## src/include/tgc_cfg.svh

```systemverilog
// Purpose: offsets, field positions, reset values of the timer gate block
// Assumes: byte addresses on a 32-bit classic Wishbone slave
// Notes:   definitions only
`ifndef TGC_CFG_SVH
`define TGC_CFG_SVH

// register byte offsets
`define TGC_ADR_CTRL   8'h00
`define TGC_ADR_COUNT  8'h04
`define TGC_ADR_PERIOD 8'h08
`define TGC_ADR_WDOG   8'h0c
`define TGC_ADR_CMD    8'h10
`define TGC_ADR_STAT   8'h14

// control register fields
`define TGC_GE      0
`define TGC_POL     1
`define TGC_SS_LO   2
`define TGC_TOG     4
`define TGC_ON      5
`define TGC_WDTE    6
`define TGC_CTRL_RST 8'h00

// watchdog config fields
`define TGC_PS_LO   0
`define TGC_PSA     3
`define TGC_WDOG_RST 4'hf

// period match reset value
`define TGC_PERIOD_RST 8'hff

// command register fields
`define TGC_CMD_CLR   0
`define TGC_CMD_SLEEP 1

// status register fields
`define TGC_ST_GATE 0
`define TGC_ST_TGL  1
`define TGC_ST_WRUN 2
`define TGC_ST_PIN  3
`define TGC_ST_CEN  4

`endif

```

## src/include/tgc_pkg.sv

```systemverilog
// Purpose: types of the timer gate block
// Assumes: nothing
// Notes:   gate source codes follow the two-bit select field
package tgc_pkg;
  typedef enum logic [1:0] {
    TGC_SRC_PIN,
    TGC_SRC_T0,
    TGC_SRC_T2,
    TGC_SRC_WDT
  } tgc_src_t;
endpackage

```

## src/hdl/tgc_gate.sv

```systemverilog
// Purpose: gate count enable of a 16-bit timer with four gate sources
// Assumes: 40 MHz sys_clk_i, synchronous active-low reset, classic Wishbone
// Notes:   counter clock and gate pin are asynchronous and get synchronised
//
// Decided for this implementation: the register offsets and the Wishbone interface to the registers.
`timescale 1ns/1ps
`include "tgc_cfg.svh"

// Operation
// - gate disabled means the timer counts freely on its clock source.
// - gate control acts only while gate_enable_bit is one.
// - active gate: count increments on each rising edge of clock source.
// - inactive gate: count holds its present value.
// - polarity 0 counts on low gate, polarity 1 counts on high gate.
// - source select 00 pin, 01 timer0 overflow, 10 period match, 11 watchdog.
// - polarity applies to whichever source is selected.
// - pin source level drives the gate logic directly.
// - eight-bit timer rollover FFh to 00h sends a pulse to gate logic.
// - period timer resets to 00h after match, pulsing the gate logic.
// - gate enable with source 11 switches the watchdog on.
// - counter_on_bit does not affect watchdog enable for gate use.
// - prescaler bits set time-out; software avoids changing them while running.
// - gate use of the watchdog enables neither reset nor wake.
// - watchdog clear and sleep restart the measured interval.
module tgc_gate
  import tgc_pkg::*;
#(
  parameter int CNT_W    = 16,  // timer count width, multiple of 8
  parameter int WDT_W    = 16,  // watchdog counter width
  parameter int WDT_BASE = 40   // sys clocks per watchdog base tick
) (
  input  wire logic             sys_clk_i,              // system clock
  input  wire logic             rst_n_i,                // sync reset, low
  input  wire logic             wb_cyc_i,               // bus cycle
  input  wire logic             wb_stb_i,               // bus strobe
  input  wire logic             wb_we_i,                // write enable
  input  wire logic [7:0]       wb_adr_i,               // byte address
  input  wire logic [3:0]       wb_sel_i,               // byte lanes
  input  wire logic [31:0]      wb_dat_i,               // write data
  output logic      [31:0]      wb_dat_o,               // read data
  output logic                  wb_ack_o,               // acknowledge
  input  wire logic             counter_clock_source_i, // async count clock
  input  wire logic             gate_input_pin_i,       // async gate pin
  input  wire logic             t0_tick_i,              // timer0 increment
  input  wire logic             t2_tick_i,              // period timer inc
  output logic      [CNT_W-1:0] count_o,                // timer count
  output logic                  count_en_o,             // gate lets count
  output logic                  wdt_run_o,              // watchdog powered
  output logic                  wdt_reset_o             // watchdog reset
);

  ////////////////////////////////////////////////////////////////////////
  // declarations

  logic [7:0]       gate_control_register;
  logic [7:0]       period_match_register;
  logic [7:0]       eight_bit_timer_count;
  logic [7:0]       period_timer_count;
  logic [3:0]       wdog_cfg;
  logic             cs_s1;
  logic             cs_s2;
  logic             cs_s3;
  logic             gp_s1;
  logic             gp_s2;
  logic             t0_ovf;
  logic             t2_pls;
  logic [15:0]      base_cnt;
  logic [7:0]       pre_cnt;
  logic [WDT_W-1:0] wdt_cnt;
  logic             wdt_ovf;
  logic             src_q;
  logic             tgl;
  logic             src_raw;
  logic             src_pol;
  logic             gate_lvl;
  logic             cnt_ok;
  logic [31:0]      next_rdata;
  logic [CNT_W-1:0] next_count;

  wire logic gate_en  = gate_control_register[`TGC_GE];
  wire logic gate_pol = gate_control_register[`TGC_POL];
  wire logic tog_mode = gate_control_register[`TGC_TOG];
  wire logic cnt_on   = gate_control_register[`TGC_ON];
  wire logic wdt_sw   = gate_control_register[`TGC_WDTE];
  wire tgc_src_t gss  = tgc_src_t'(gate_control_register[`TGC_SS_LO +: 2]);

  ////////////////////////////////////////////////////////////////////////
  // bus slave

  function automatic logic hit(input logic [7:0] adr, input logic [7:0] off);
    return adr == off;
  endfunction

  // a request is taken once; ack is high one cycle, then drops
  wire logic wb_req = wb_cyc_i & wb_stb_i & ~wb_ack_o;
  wire logic wr     = wb_req & wb_we_i;
  wire logic wr_lo  = wr & wb_sel_i[0];

  always_ff @(posedge sys_clk_i) begin
    if (!rst_n_i) begin
      wb_ack_o <= 1'b0;
    end else begin
      wb_ack_o <= wb_req;
    end
  end

  // control register, low byte lane only
  always_ff @(posedge sys_clk_i) begin
    if (!rst_n_i) begin
      gate_control_register <= `TGC_CTRL_RST;
    end else if (wr_lo && hit(wb_adr_i, `TGC_ADR_CTRL)) begin
      gate_control_register <= wb_dat_i[7:0];
    end
  end

  // period match and watchdog prescaler settings
  always_ff @(posedge sys_clk_i) begin
    if (!rst_n_i) begin
      period_match_register <= `TGC_PERIOD_RST;
      wdog_cfg              <= `TGC_WDOG_RST;
    end else begin
      if (wr_lo && hit(wb_adr_i, `TGC_ADR_PERIOD)) begin
        period_match_register <= wb_dat_i[7:0];
      end
      // no guard against a change while running: a spurious capture may follow
      if (wr_lo && hit(wb_adr_i, `TGC_ADR_WDOG)) begin
        wdog_cfg <= wb_dat_i[3:0];
      end
    end
  end

  // clear and sleep commands are write-only strobes
  wire logic wdt_restart = wr_lo & hit(wb_adr_i, `TGC_ADR_CMD) &
                           (wb_dat_i[`TGC_CMD_CLR] | wb_dat_i[`TGC_CMD_SLEEP]);

  // read mux; unmapped addresses read as zero
  always_comb begin
    next_rdata = 32'h0000_0000;
    unique case (wb_adr_i)
      `TGC_ADR_CTRL:   next_rdata[7:0] = gate_control_register;
      `TGC_ADR_COUNT:  next_rdata[CNT_W-1:0] = count_o;
      `TGC_ADR_PERIOD: next_rdata[7:0] = period_match_register;
      `TGC_ADR_WDOG:   next_rdata[3:0] = wdog_cfg;
      `TGC_ADR_STAT: begin
        next_rdata[`TGC_ST_GATE] = gate_lvl;
        next_rdata[`TGC_ST_TGL]  = tgl;
        next_rdata[`TGC_ST_WRUN] = wdt_run_o;
        next_rdata[`TGC_ST_PIN]  = gp_s2;
        next_rdata[`TGC_ST_CEN]  = count_en_o;
      end
      default:         next_rdata = 32'h0000_0000;
    endcase
  end

  always_ff @(posedge sys_clk_i) begin
    if (!rst_n_i) begin
      wb_dat_o <= 32'h0000_0000;
    end else if (wb_req && !wb_we_i) begin
      wb_dat_o <= next_rdata;
    end
  end

  ////////////////////////////////////////////////////////////////////////
  // synchronisers for the asynchronous pins

  // cs_s3 only serves the edge detector, which never looks at cs_s1
  always_ff @(posedge sys_clk_i) begin
    if (!rst_n_i) begin
      cs_s1 <= 1'b0;
      cs_s2 <= 1'b0;
      cs_s3 <= 1'b0;
      gp_s1 <= 1'b0;
      gp_s2 <= 1'b0;
    end else begin
      cs_s1 <= counter_clock_source_i;
      cs_s2 <= cs_s1;
      cs_s3 <= cs_s2;
      gp_s1 <= gate_input_pin_i;
      gp_s2 <= gp_s1;
    end
  end

  wire logic clk_rise = cs_s2 & ~cs_s3;

  ////////////////////////////////////////////////////////////////////////
  // eight-bit timer and period timer feeding the gate

  always_ff @(posedge sys_clk_i) begin
    if (!rst_n_i) begin
      eight_bit_timer_count <= 8'h00;
      t0_ovf                <= 1'b0;
    end else begin
      t0_ovf <= t0_tick_i & (eight_bit_timer_count == 8'hff);
      if (t0_tick_i) begin
        eight_bit_timer_count <= eight_bit_timer_count + 8'h01;
      end
    end
  end

  // match is held until the next increment, which resets and pulses
  always_ff @(posedge sys_clk_i) begin
    if (!rst_n_i) begin
      period_timer_count <= 8'h00;
      t2_pls             <= 1'b0;
    end else begin
      t2_pls <= 1'b0;
      if (t2_tick_i) begin
        if (period_timer_count == period_match_register) begin
          period_timer_count <= 8'h00;
          t2_pls             <= 1'b1;
        end else begin
          period_timer_count <= period_timer_count + 8'h01;
        end
      end
    end
  end

  ////////////////////////////////////////////////////////////////////////
  // watchdog oscillator, prescaler and counter

  // gate use powers it regardless of counter_on_bit
  wire logic wdt_run = wdt_sw | (gate_en & (gss == TGC_SRC_WDT));

  wire logic base_tick = (base_cnt == 16'(WDT_BASE - 1));
  wire logic [7:0] pre_lim = (8'h01 << wdog_cfg[2:0]) - 8'h01;
  // prescaler assigned: divide by 2^rate; otherwise pass every tick
  wire logic pre_tick = base_tick &
                        (!wdog_cfg[`TGC_PSA] || pre_cnt == pre_lim);

  always_ff @(posedge sys_clk_i) begin
    if (!rst_n_i) begin
      base_cnt  <= 16'h0000;
      pre_cnt   <= 8'h00;
      wdt_cnt   <= '0;
      wdt_ovf   <= 1'b0;
      wdt_run_o <= 1'b0;
    end else begin
      wdt_run_o <= wdt_run;
      wdt_ovf   <= 1'b0;
      if (!wdt_run || wdt_restart) begin
        base_cnt <= 16'h0000;
        pre_cnt  <= 8'h00;
        wdt_cnt  <= '0;
      end else if (base_tick) begin
        base_cnt <= 16'h0000;
        pre_cnt  <= pre_tick ? 8'h00 : pre_cnt + 8'h01;
        if (pre_tick) begin
          wdt_cnt <= wdt_cnt + WDT_W'(1);
          wdt_ovf <= &wdt_cnt;
        end
      end else begin
        base_cnt <= base_cnt + 16'h0001;
      end
    end
  end

  // reset only when software enabled the watchdog itself
  always_ff @(posedge sys_clk_i) begin
    if (!rst_n_i) begin
      wdt_reset_o <= 1'b0;
    end else begin
      wdt_reset_o <= wdt_ovf & wdt_sw;
    end
  end

  ////////////////////////////////////////////////////////////////////////
  // gate source selection, polarity and toggle

  always_comb begin
    unique case (gss)
      TGC_SRC_PIN: src_raw = gp_s2;
      TGC_SRC_T0:  src_raw = t0_ovf;
      TGC_SRC_T2:  src_raw = t2_pls;
      TGC_SRC_WDT: src_raw = wdt_ovf;
    endcase
  end

  // polarity acts after the mux, so every source can be inverted
  assign src_pol = gate_pol ? src_raw : ~src_raw;

  // toggle state flips on each active-going edge of the source
  always_ff @(posedge sys_clk_i) begin
    if (!rst_n_i) begin
      src_q <= 1'b0;
      tgl   <= 1'b0;
    end else begin
      src_q <= src_pol;
      if (!gate_en || !tog_mode) begin
        tgl <= 1'b0;
      end else if (src_pol && !src_q) begin
        tgl <= ~tgl;
      end
    end
  end

  // the watchdog pulse is one cycle wide, so software picks toggle mode for it
  assign gate_lvl = tog_mode ? tgl : src_pol;
  assign cnt_ok   = ~gate_en | gate_lvl;

  ////////////////////////////////////////////////////////////////////////
  // the 16-bit count

  // software write wins over a count edge in the same cycle
  always_comb begin
    next_count = count_o;
    if (cnt_on && clk_rise && cnt_ok) begin
      next_count = count_o + CNT_W'(1);
    end
    if (wr && hit(wb_adr_i, `TGC_ADR_COUNT)) begin
      for (int b = 0; b < CNT_W / 8; b++) begin
        if (wb_sel_i[b]) begin
          next_count[b*8 +: 8] = wb_dat_i[b*8 +: 8];
        end
      end
    end
  end

  // hold is the default: no edge or closed gate keeps the value
  always_ff @(posedge sys_clk_i) begin
    if (!rst_n_i) begin
      count_o    <= '0;
      count_en_o <= 1'b0;
    end else begin
      count_o    <= next_count;
      count_en_o <= cnt_on & cnt_ok;
    end
  end

endmodule

```

## config.mk

```make
export PLATFORM = sky130hd
export DESIGN_NAME = tgc_gate
export DESIGN_NICKNAME = d
export VERILOG_FILES = /design/src/include/tgc_pkg.sv /design/src/hdl/tgc_gate.sv
export VERILOG_INCLUDE_DIRS = /design/src /design/src/include
export SDC_FILE = /design/constraint.sdc
export NUM_CORES = 1
export LEC_CHECK = 0
export ABC_AREA = 1
export BUFFER_PORTS_ARGS = -buffer_cell sky130_fd_sc_hd__buf_2
export CAP_MARGIN = 20
export CORE_ASPECT_RATIO = 0.7
export CORE_UTILIZATION = 51
export CTS_CLUSTER_SIZE = 20
export DETAILED_ROUTE_END_ITERATION = 10
export GPL_ROUTABILITY_DRIVEN = 0
export GPL_TIMING_DRIVEN = 0
export PLACE_DENSITY = 0.76
export SLEW_MARGIN = 20
export SYNTH_ARGS = -nofsm -noshare
export SYNTH_HDL_FRONTEND = slang
export SYNTH_SLANG_ARGS = --single-unit
```

## constraint.sdc

```tcl
create_clock -name sys_clk_i -period 1.85 [get_ports sys_clk_i]
set_input_delay 0 -clock sys_clk_i [delete_from_list [all_inputs] [get_ports sys_clk_i]]
set_output_delay 0 -clock sys_clk_i [all_outputs]
set_load 0.03 [all_outputs]
```

# [Word-level counts from Yosys, hierarchy flattened]
# Cells that the tools add are included.
[word_totals] wordCells=107 ff_bits=122
[classes] muxes=14 reduce_logical=26 n_eq_ne=12 add_sub_neg=7 n_shift=1 bitwise_logic=23
[ops] operator="adder 16 x 1 -> 16 bit, second input constant" count=3
[ops] operator="two-way mux 8 bit" count=5
[ops] operator="two-way mux 16 bit" count=2
[ops] operator="adder 8 x 1 -> 8 bit, second input constant" count=3
[ops] operator="one-hot mux 4 bit (5 select lines)" count=1
[ops] operator="== test 16 x 6 -> 1 bit, second input constant" count=1
[ops] operator="== test 8 x 4 -> 1 bit, second input constant" count=2
[ops] operator="== test 8 x 5 -> 1 bit, second input constant" count=2
[ops] operator="== test 8 bit" count=2
[ops] operator="AND reduction 16 bit" count=1
[ops] operator="bitwise AND 1 bit" count=12
[ops] operator="one-hot mux 3 bit (3 select lines)" count=1
[ops] operator="== test 8 x 3 -> 1 bit, second input constant" count=1
[ops] operator="== test 8 bit, second input constant" count=1
[ops] operator="logical AND 1 bit" count=8
[ops] operator="zero test 8 bit" count=1
[ops] operator="NOT 1 bit" count=8
[ops] operator="one-hot mux 1 bit (4 select lines)" count=2
[ops] operator="<< shifter 1 x 3 -> 8 bit, first input constant" count=1
[ops] operator="subtractor 8 x 1 -> 8 bit, second input constant" count=1
[ops] operator="zero test 1 bit" count=6
[ops] operator="== test 2 bit, second input constant" count=2
[ops] operator="AND reduction 2 bit" count=2
[ops] operator="OR reduction 2 bit" count=2
[ops] operator="7 further kinds" count=13

# [Depth between registers and ports, before layout]
[logic_depth] ltp_word=10 mapped_depth=18 depth_no_buf=17

# [Worst setup path after synthesis]
# Ideal clock, no wire load.
[synth_timing] path_type="reg2reg" startpoint="reg wdog_cfg[2]" endpoint="reg wdt_cnt[9]" t_required_ns=1.734 setup_time_ns=0.116 slack_ns=-0.082 t_arrival_ns=1.817 stages_incl_launch_ff=17 cell_sequence="dfxtp_1 buf_4 inv_2 nand3_1 ha_1 inv_1 nand2_1 nand2_1 nor2_1 nand3_1 nor2_1 nand3_2 nand2_4 nand2_4 nor2_4 nand3_1 and3_1"
[synth_between] elab_chain_cells=6
[synth_rtl] element="start, declared" line_no="tgc_gate.sv:59" text="logic [3:0] wdog_cfg;"
[synth_rtl] element="start signal, assigned" line_no="tgc_gate.sv:120" text="wdog_cfg <= `TGC_WDOG_RST;"
[synth_rtl] element="start signal, assigned" line_no="tgc_gate.sv:127" text="wdog_cfg <= wb_dat_i[3:0];"
[synth_rtl] element="<< shifter 1 x 3 -> 8 bit" line_no="tgc_gate.sv:225" text="wire logic [7:0] pre_lim = (8'h01 << wdog_cfg[2:0]) - 8'h01;"
[synth_rtl] element="subtractor 8 x 1 -> 8 bit" line_no="tgc_gate.sv:225"
[synth_rtl] element="== test 8 bit" line_no="tgc_gate.sv:228" text="(!wdog_cfg[`TGC_PSA] || pre_cnt == pre_lim);"
[synth_rtl] element="logical OR 1 bit" line_no="tgc_gate.sv:228"
[synth_rtl] element="bitwise AND 1 bit" line_no="tgc_gate.sv:227" text="wire logic pre_tick = base_tick &"
[synth_rtl] element="AND reduction 2 bit (no line)"
[synth_rtl] element="end signal, assigned" line_no="tgc_gate.sv:248" text="wdt_cnt <= wdt_cnt + WDT_W'(1);"
[synth_rtl] element="end, declared" line_no="tgc_gate.sv:69" text="logic [WDT_W-1:0] wdt_cnt;"
# Every way passes these cells.
# A chain may end at the register's enable or synchronous reset.

# [Worst setup path after layout]
# Ends and elaborated chain as after synthesis.

==> qor.txt <==
slack of the critical path -> -0.2747 ns
slew at the pin closest to its max-slew limit -> 0.7016 ns
worst reg-to-reg path cell count -> 16
global route overflow -> 0
hold path endpoint -> wdog_cfg[3]
mux cell area share after synthesis -> 0
CP required -> 2.17 ns
Async SR Flop Fraction -> 0
Root Driver -> clkbuf_16
WHS Path Cells -> 4
DR top layer -> met4
share of cells above drive strength 1 -> 0.2394
Clk pwr share -> 0.526
setup TNS -> -5.178 ns
Cell Int Power -> 4668 uW
CTS Sinks -> 122
post-synthesis cell type count -> 48
cts bufs inserted -> 17
delay of the slowest critical-path stage -> 0.30 ns
top cell type's share of synthesized area -> 0.3785
Fillers -> 980
Slew HR -> 0.5323
number of global-route vias before repair -> 5567
status -> complete, but fails checks
Yosys warnings -> 0
EDFF count, synth -> 0
Post-DRT Antenna Nets -> 0
crit path max-delay cell type -> dfxtp_1
Die ar. -> 13110 um2
XOR/XNOR share of the synthesized area -> 0.04751
hold path startpoint -> wb_sel_i[0]
Net count, final -> 1104
cell taking the most area after synthesis -> dfxtp_1
combinational share of power -> 0.050
Leak Pwr -> 0.003530 uW
RR Endpoint -> wdt_cnt[9]
Seq/Total Area, Yosys -> 0.3785
CTS tree -> done
Max Clk Rate -> 470.6 MHz
mean post-synth cell area -> 7.161 um2
PortBufs -> 69
maximum VDD drop -> 704.4 uV
commonest non-fill, non-tap cell in the layout -> nand2_1
IO Pins -> 105
failing checks -> negative hold slack, negative setup slack
PwrDens -> 760.2 nW/um2
switching portion of total power -> 0.2553
Rows -> 33
unrepaired setup endpoints after global routing -> true
CP Class -> flip-flop to flip-flop
final core occ -> 0.6862
crit path from -> wdog_cfg[2]
Tmin final -> 2.125 ns
complex-gate fraction of the synthesized area -> 0.1115
total number of vias -> 6428
largest net degree at the start of global routing -> 17
final slew viol count -> 0
Sw Pwr -> 1600 uW
die width -> 136.4 um
Mapped Area -> 6452 um2
H-tree Lvls -> 4
final setup skew -> 0.01129 ns
first-pass GRT wire length -> 27.42 mm
Tot GR Track Use -> 0.2733
met2 wire len -> 7.407 mm
Hold Worst Slack -> -0.006929 ns
drt via density -> 5.295
largest family of logic cells by synthesized area -> simple AND/OR/NAND/NOR gates
Adder-Cell Fraction of Synth Area -> 0.01357
final setup vio count -> 25
Floorplan Core Area -> 12020 um2
post-synthesis simple-gate area fraction -> 0.3357
most frequent cells in the layout -> nand2_1 (188), dfxtp_1 (115), inv_1 (104), buf_2 (74), nand3_1 (72)
Hold Fails Final Rpt -> 1
Cells after Synth -> 901
initial antenna violation count -> 0
critical path startpoint category -> flip-flop
drt first pass iters -> 6
hpwl dp -> 12.37 mm
Die Height -> 96.11 um
most frequent CP cell -> nand3_2
Worst R2R Start -> wdog_cfg[2]
Routed WL -> 17.62 mm
crit path DAT -> 2.45 ns
CP Max Fanout -> 7
CTS Buffer Depth -> 2
prevailing post-synth register cell -> dfxtp_1
antenna cells -> 0
Area growth syn-to-layout -> 27.79%
element type at the critical path end -> flip-flop
Non-Filler Instances -> 1214
#FFs+latches synth -> 122
worst hold-check path type -> primary input to flip-flop
Max Cap Violations -> 0
Post-Place Cells -> 1142
R2R Setup Slk -> -0.27 ns
per-cell routed wire length -> 14.52 um
# DRC -> 0
Reg clk slew, reported paths -> 0.06 ns
wl on met1 -> 8.190 mm
Initial Utilization -> 0.5370
sequential power share -> 0.425
met3 wire length -> 1.647 mm
Placed Area -> 7078 um2
Worst-Skew Late Latency -> 0.43 ns
fin crit share -> 1.149
Finished Cell Area -> 8245 um2
drt initial violations -> 664
critical-path cell list -> buf_6 > inv_6 > nand3_2 > ha_4 > inv_2 > nand2_2 > nand2_2 > nor2_2 > nand3_1 > nor2_2 > nand3_2 > nand2_4 > nand2_4 > nor2_4 > nand3_2 > and3_1
Synth area leaders -> dfxtp_1 (38%), nand2_1 (11%), inv_1 (6.2%)
## routing by layer
| layer | global-route usage | up-vias |
|---|---|---|
| li1 | - | 3220 |
| met1 | 0.3938 | 2883 |
| met2 | 0.3887 | 289 |
| met3 | 0.06582 | 36 |
| met4 | 0.1065 | 0 |
| met5 | 0 | - |
## area by class of cell
cell class              count  area (um2)  share of cell area
plain buffers              36       249.0             0.03020
clock buffers              17       425.4             0.05159
clock inverters            15       153.9             0.01866
inverters                 124       483.0             0.05857
multi-input cells         633        3561              0.4319
flip-flops and latches    122        2454              0.2976
well taps                 157       196.4             0.02382
repair buffers            110       723.2             0.08771
## state kept, by name (all words and copies together), names as in the netlist, 4 cells and up
| signal | flops |
|---|---|
| wdt_cnt | 16 |
| pre_cnt | 8 |
| period_timer_count | 8 |
| wb_dat_o | 16 |
| count_o | 16 |
| eight_bit_timer_count | 8 |
| wdog_cfg | 4 |
| period_match_register | 8 |
| gate_control_register | 8 |
| base_cnt | 16 |
## power by group through the flow
stage,clock network (uW),logic (uW),registers (uW)
2_1_floorplan,0,160,2730
3_3_place_gp,0,256,2720
3_5_place_dp,0,258,2720
4_1_cts,3330,299,2660
5_1_grt,3460,340,2660
6_report,3290,313,2660
## worst max-delay path, delay by kind of cell (launching register included)
family,cells,cell delay (ns)
adders and majority gates,1,0.28
DFF,1,0.30
and+or+nand+nor,12,1.19
buffers and inverters,3,0.23
## synthesized netlist by cell type, types with 3 or more instances
master,count
nor2_1,64
nor2_2,10
o22ai_1,5
clkbuf_1,8
nor3_1,27
a221oi_1,5
nand3_1,77
buf_6,5
o21ai_0,31
xnor2_1,16
nand2_2,3
nor4_1,6
or2_2,11
o211ai_1,14
inv_2,16
nor3b_1,6
ha_1,7
dfxtp_1,122
o21ai_1,5
inv_1,107
buf_2,4
xor2_1,19
nand4_1,18
nand2_1,194
nand3_2,8
buf_4,20
a21oi_1,58
nand2_4,6
nor3_2,4
## logic make-up after synthesis
family	count (synthesis)
AO/OA/AOI/OAI	127
AND/OR/NAND/NOR	448
other	1
flip-flops	122
adder cells (fa/ha/maj)	7
XOR/XNOR	35
buffers and inverters	161
## stage by stage
step	power (uW)	setup slack, ns
4_1_cts	6286	-0.1878
3_5_place_dp	2977	-0.2660
3_3_place_gp	2975	-0.2323
5_1_grt	6461	-0.4096
2_1_floorplan	2886	-0.06810
6_report	6268	-0.2747
## how the worst max path moves through the flow
| stage | slack, ns | cells past startpoint | end |
|---|---|---|---|
| 2_1_floorplan | -0.07 | 16 | wdt_cnt[9] |
| 3_3_place_gp | -0.23 | 16 | wdt_cnt[9] |
| 3_5_place_dp | -0.27 | 16 | wdt_cnt[9] |
| 4_1_cts | -0.19 | 17 | wdt_cnt[5] |
| 5_1_grt | -0.41 | 16 | wdt_cnt[5] |
| 6_report | -0.27 | 16 | wdt_cnt[9] |
## what timing repair did
item,in CTS,in global routing
setup buffers,8,8
endpoints found under the hold margin,46,0
pin swaps,3,19
resized for setup,8,53
hold buffers,24,0
setup endpoints to repair,27,62
gates cloned,0,1
Power figures use the tool's default switching activity.
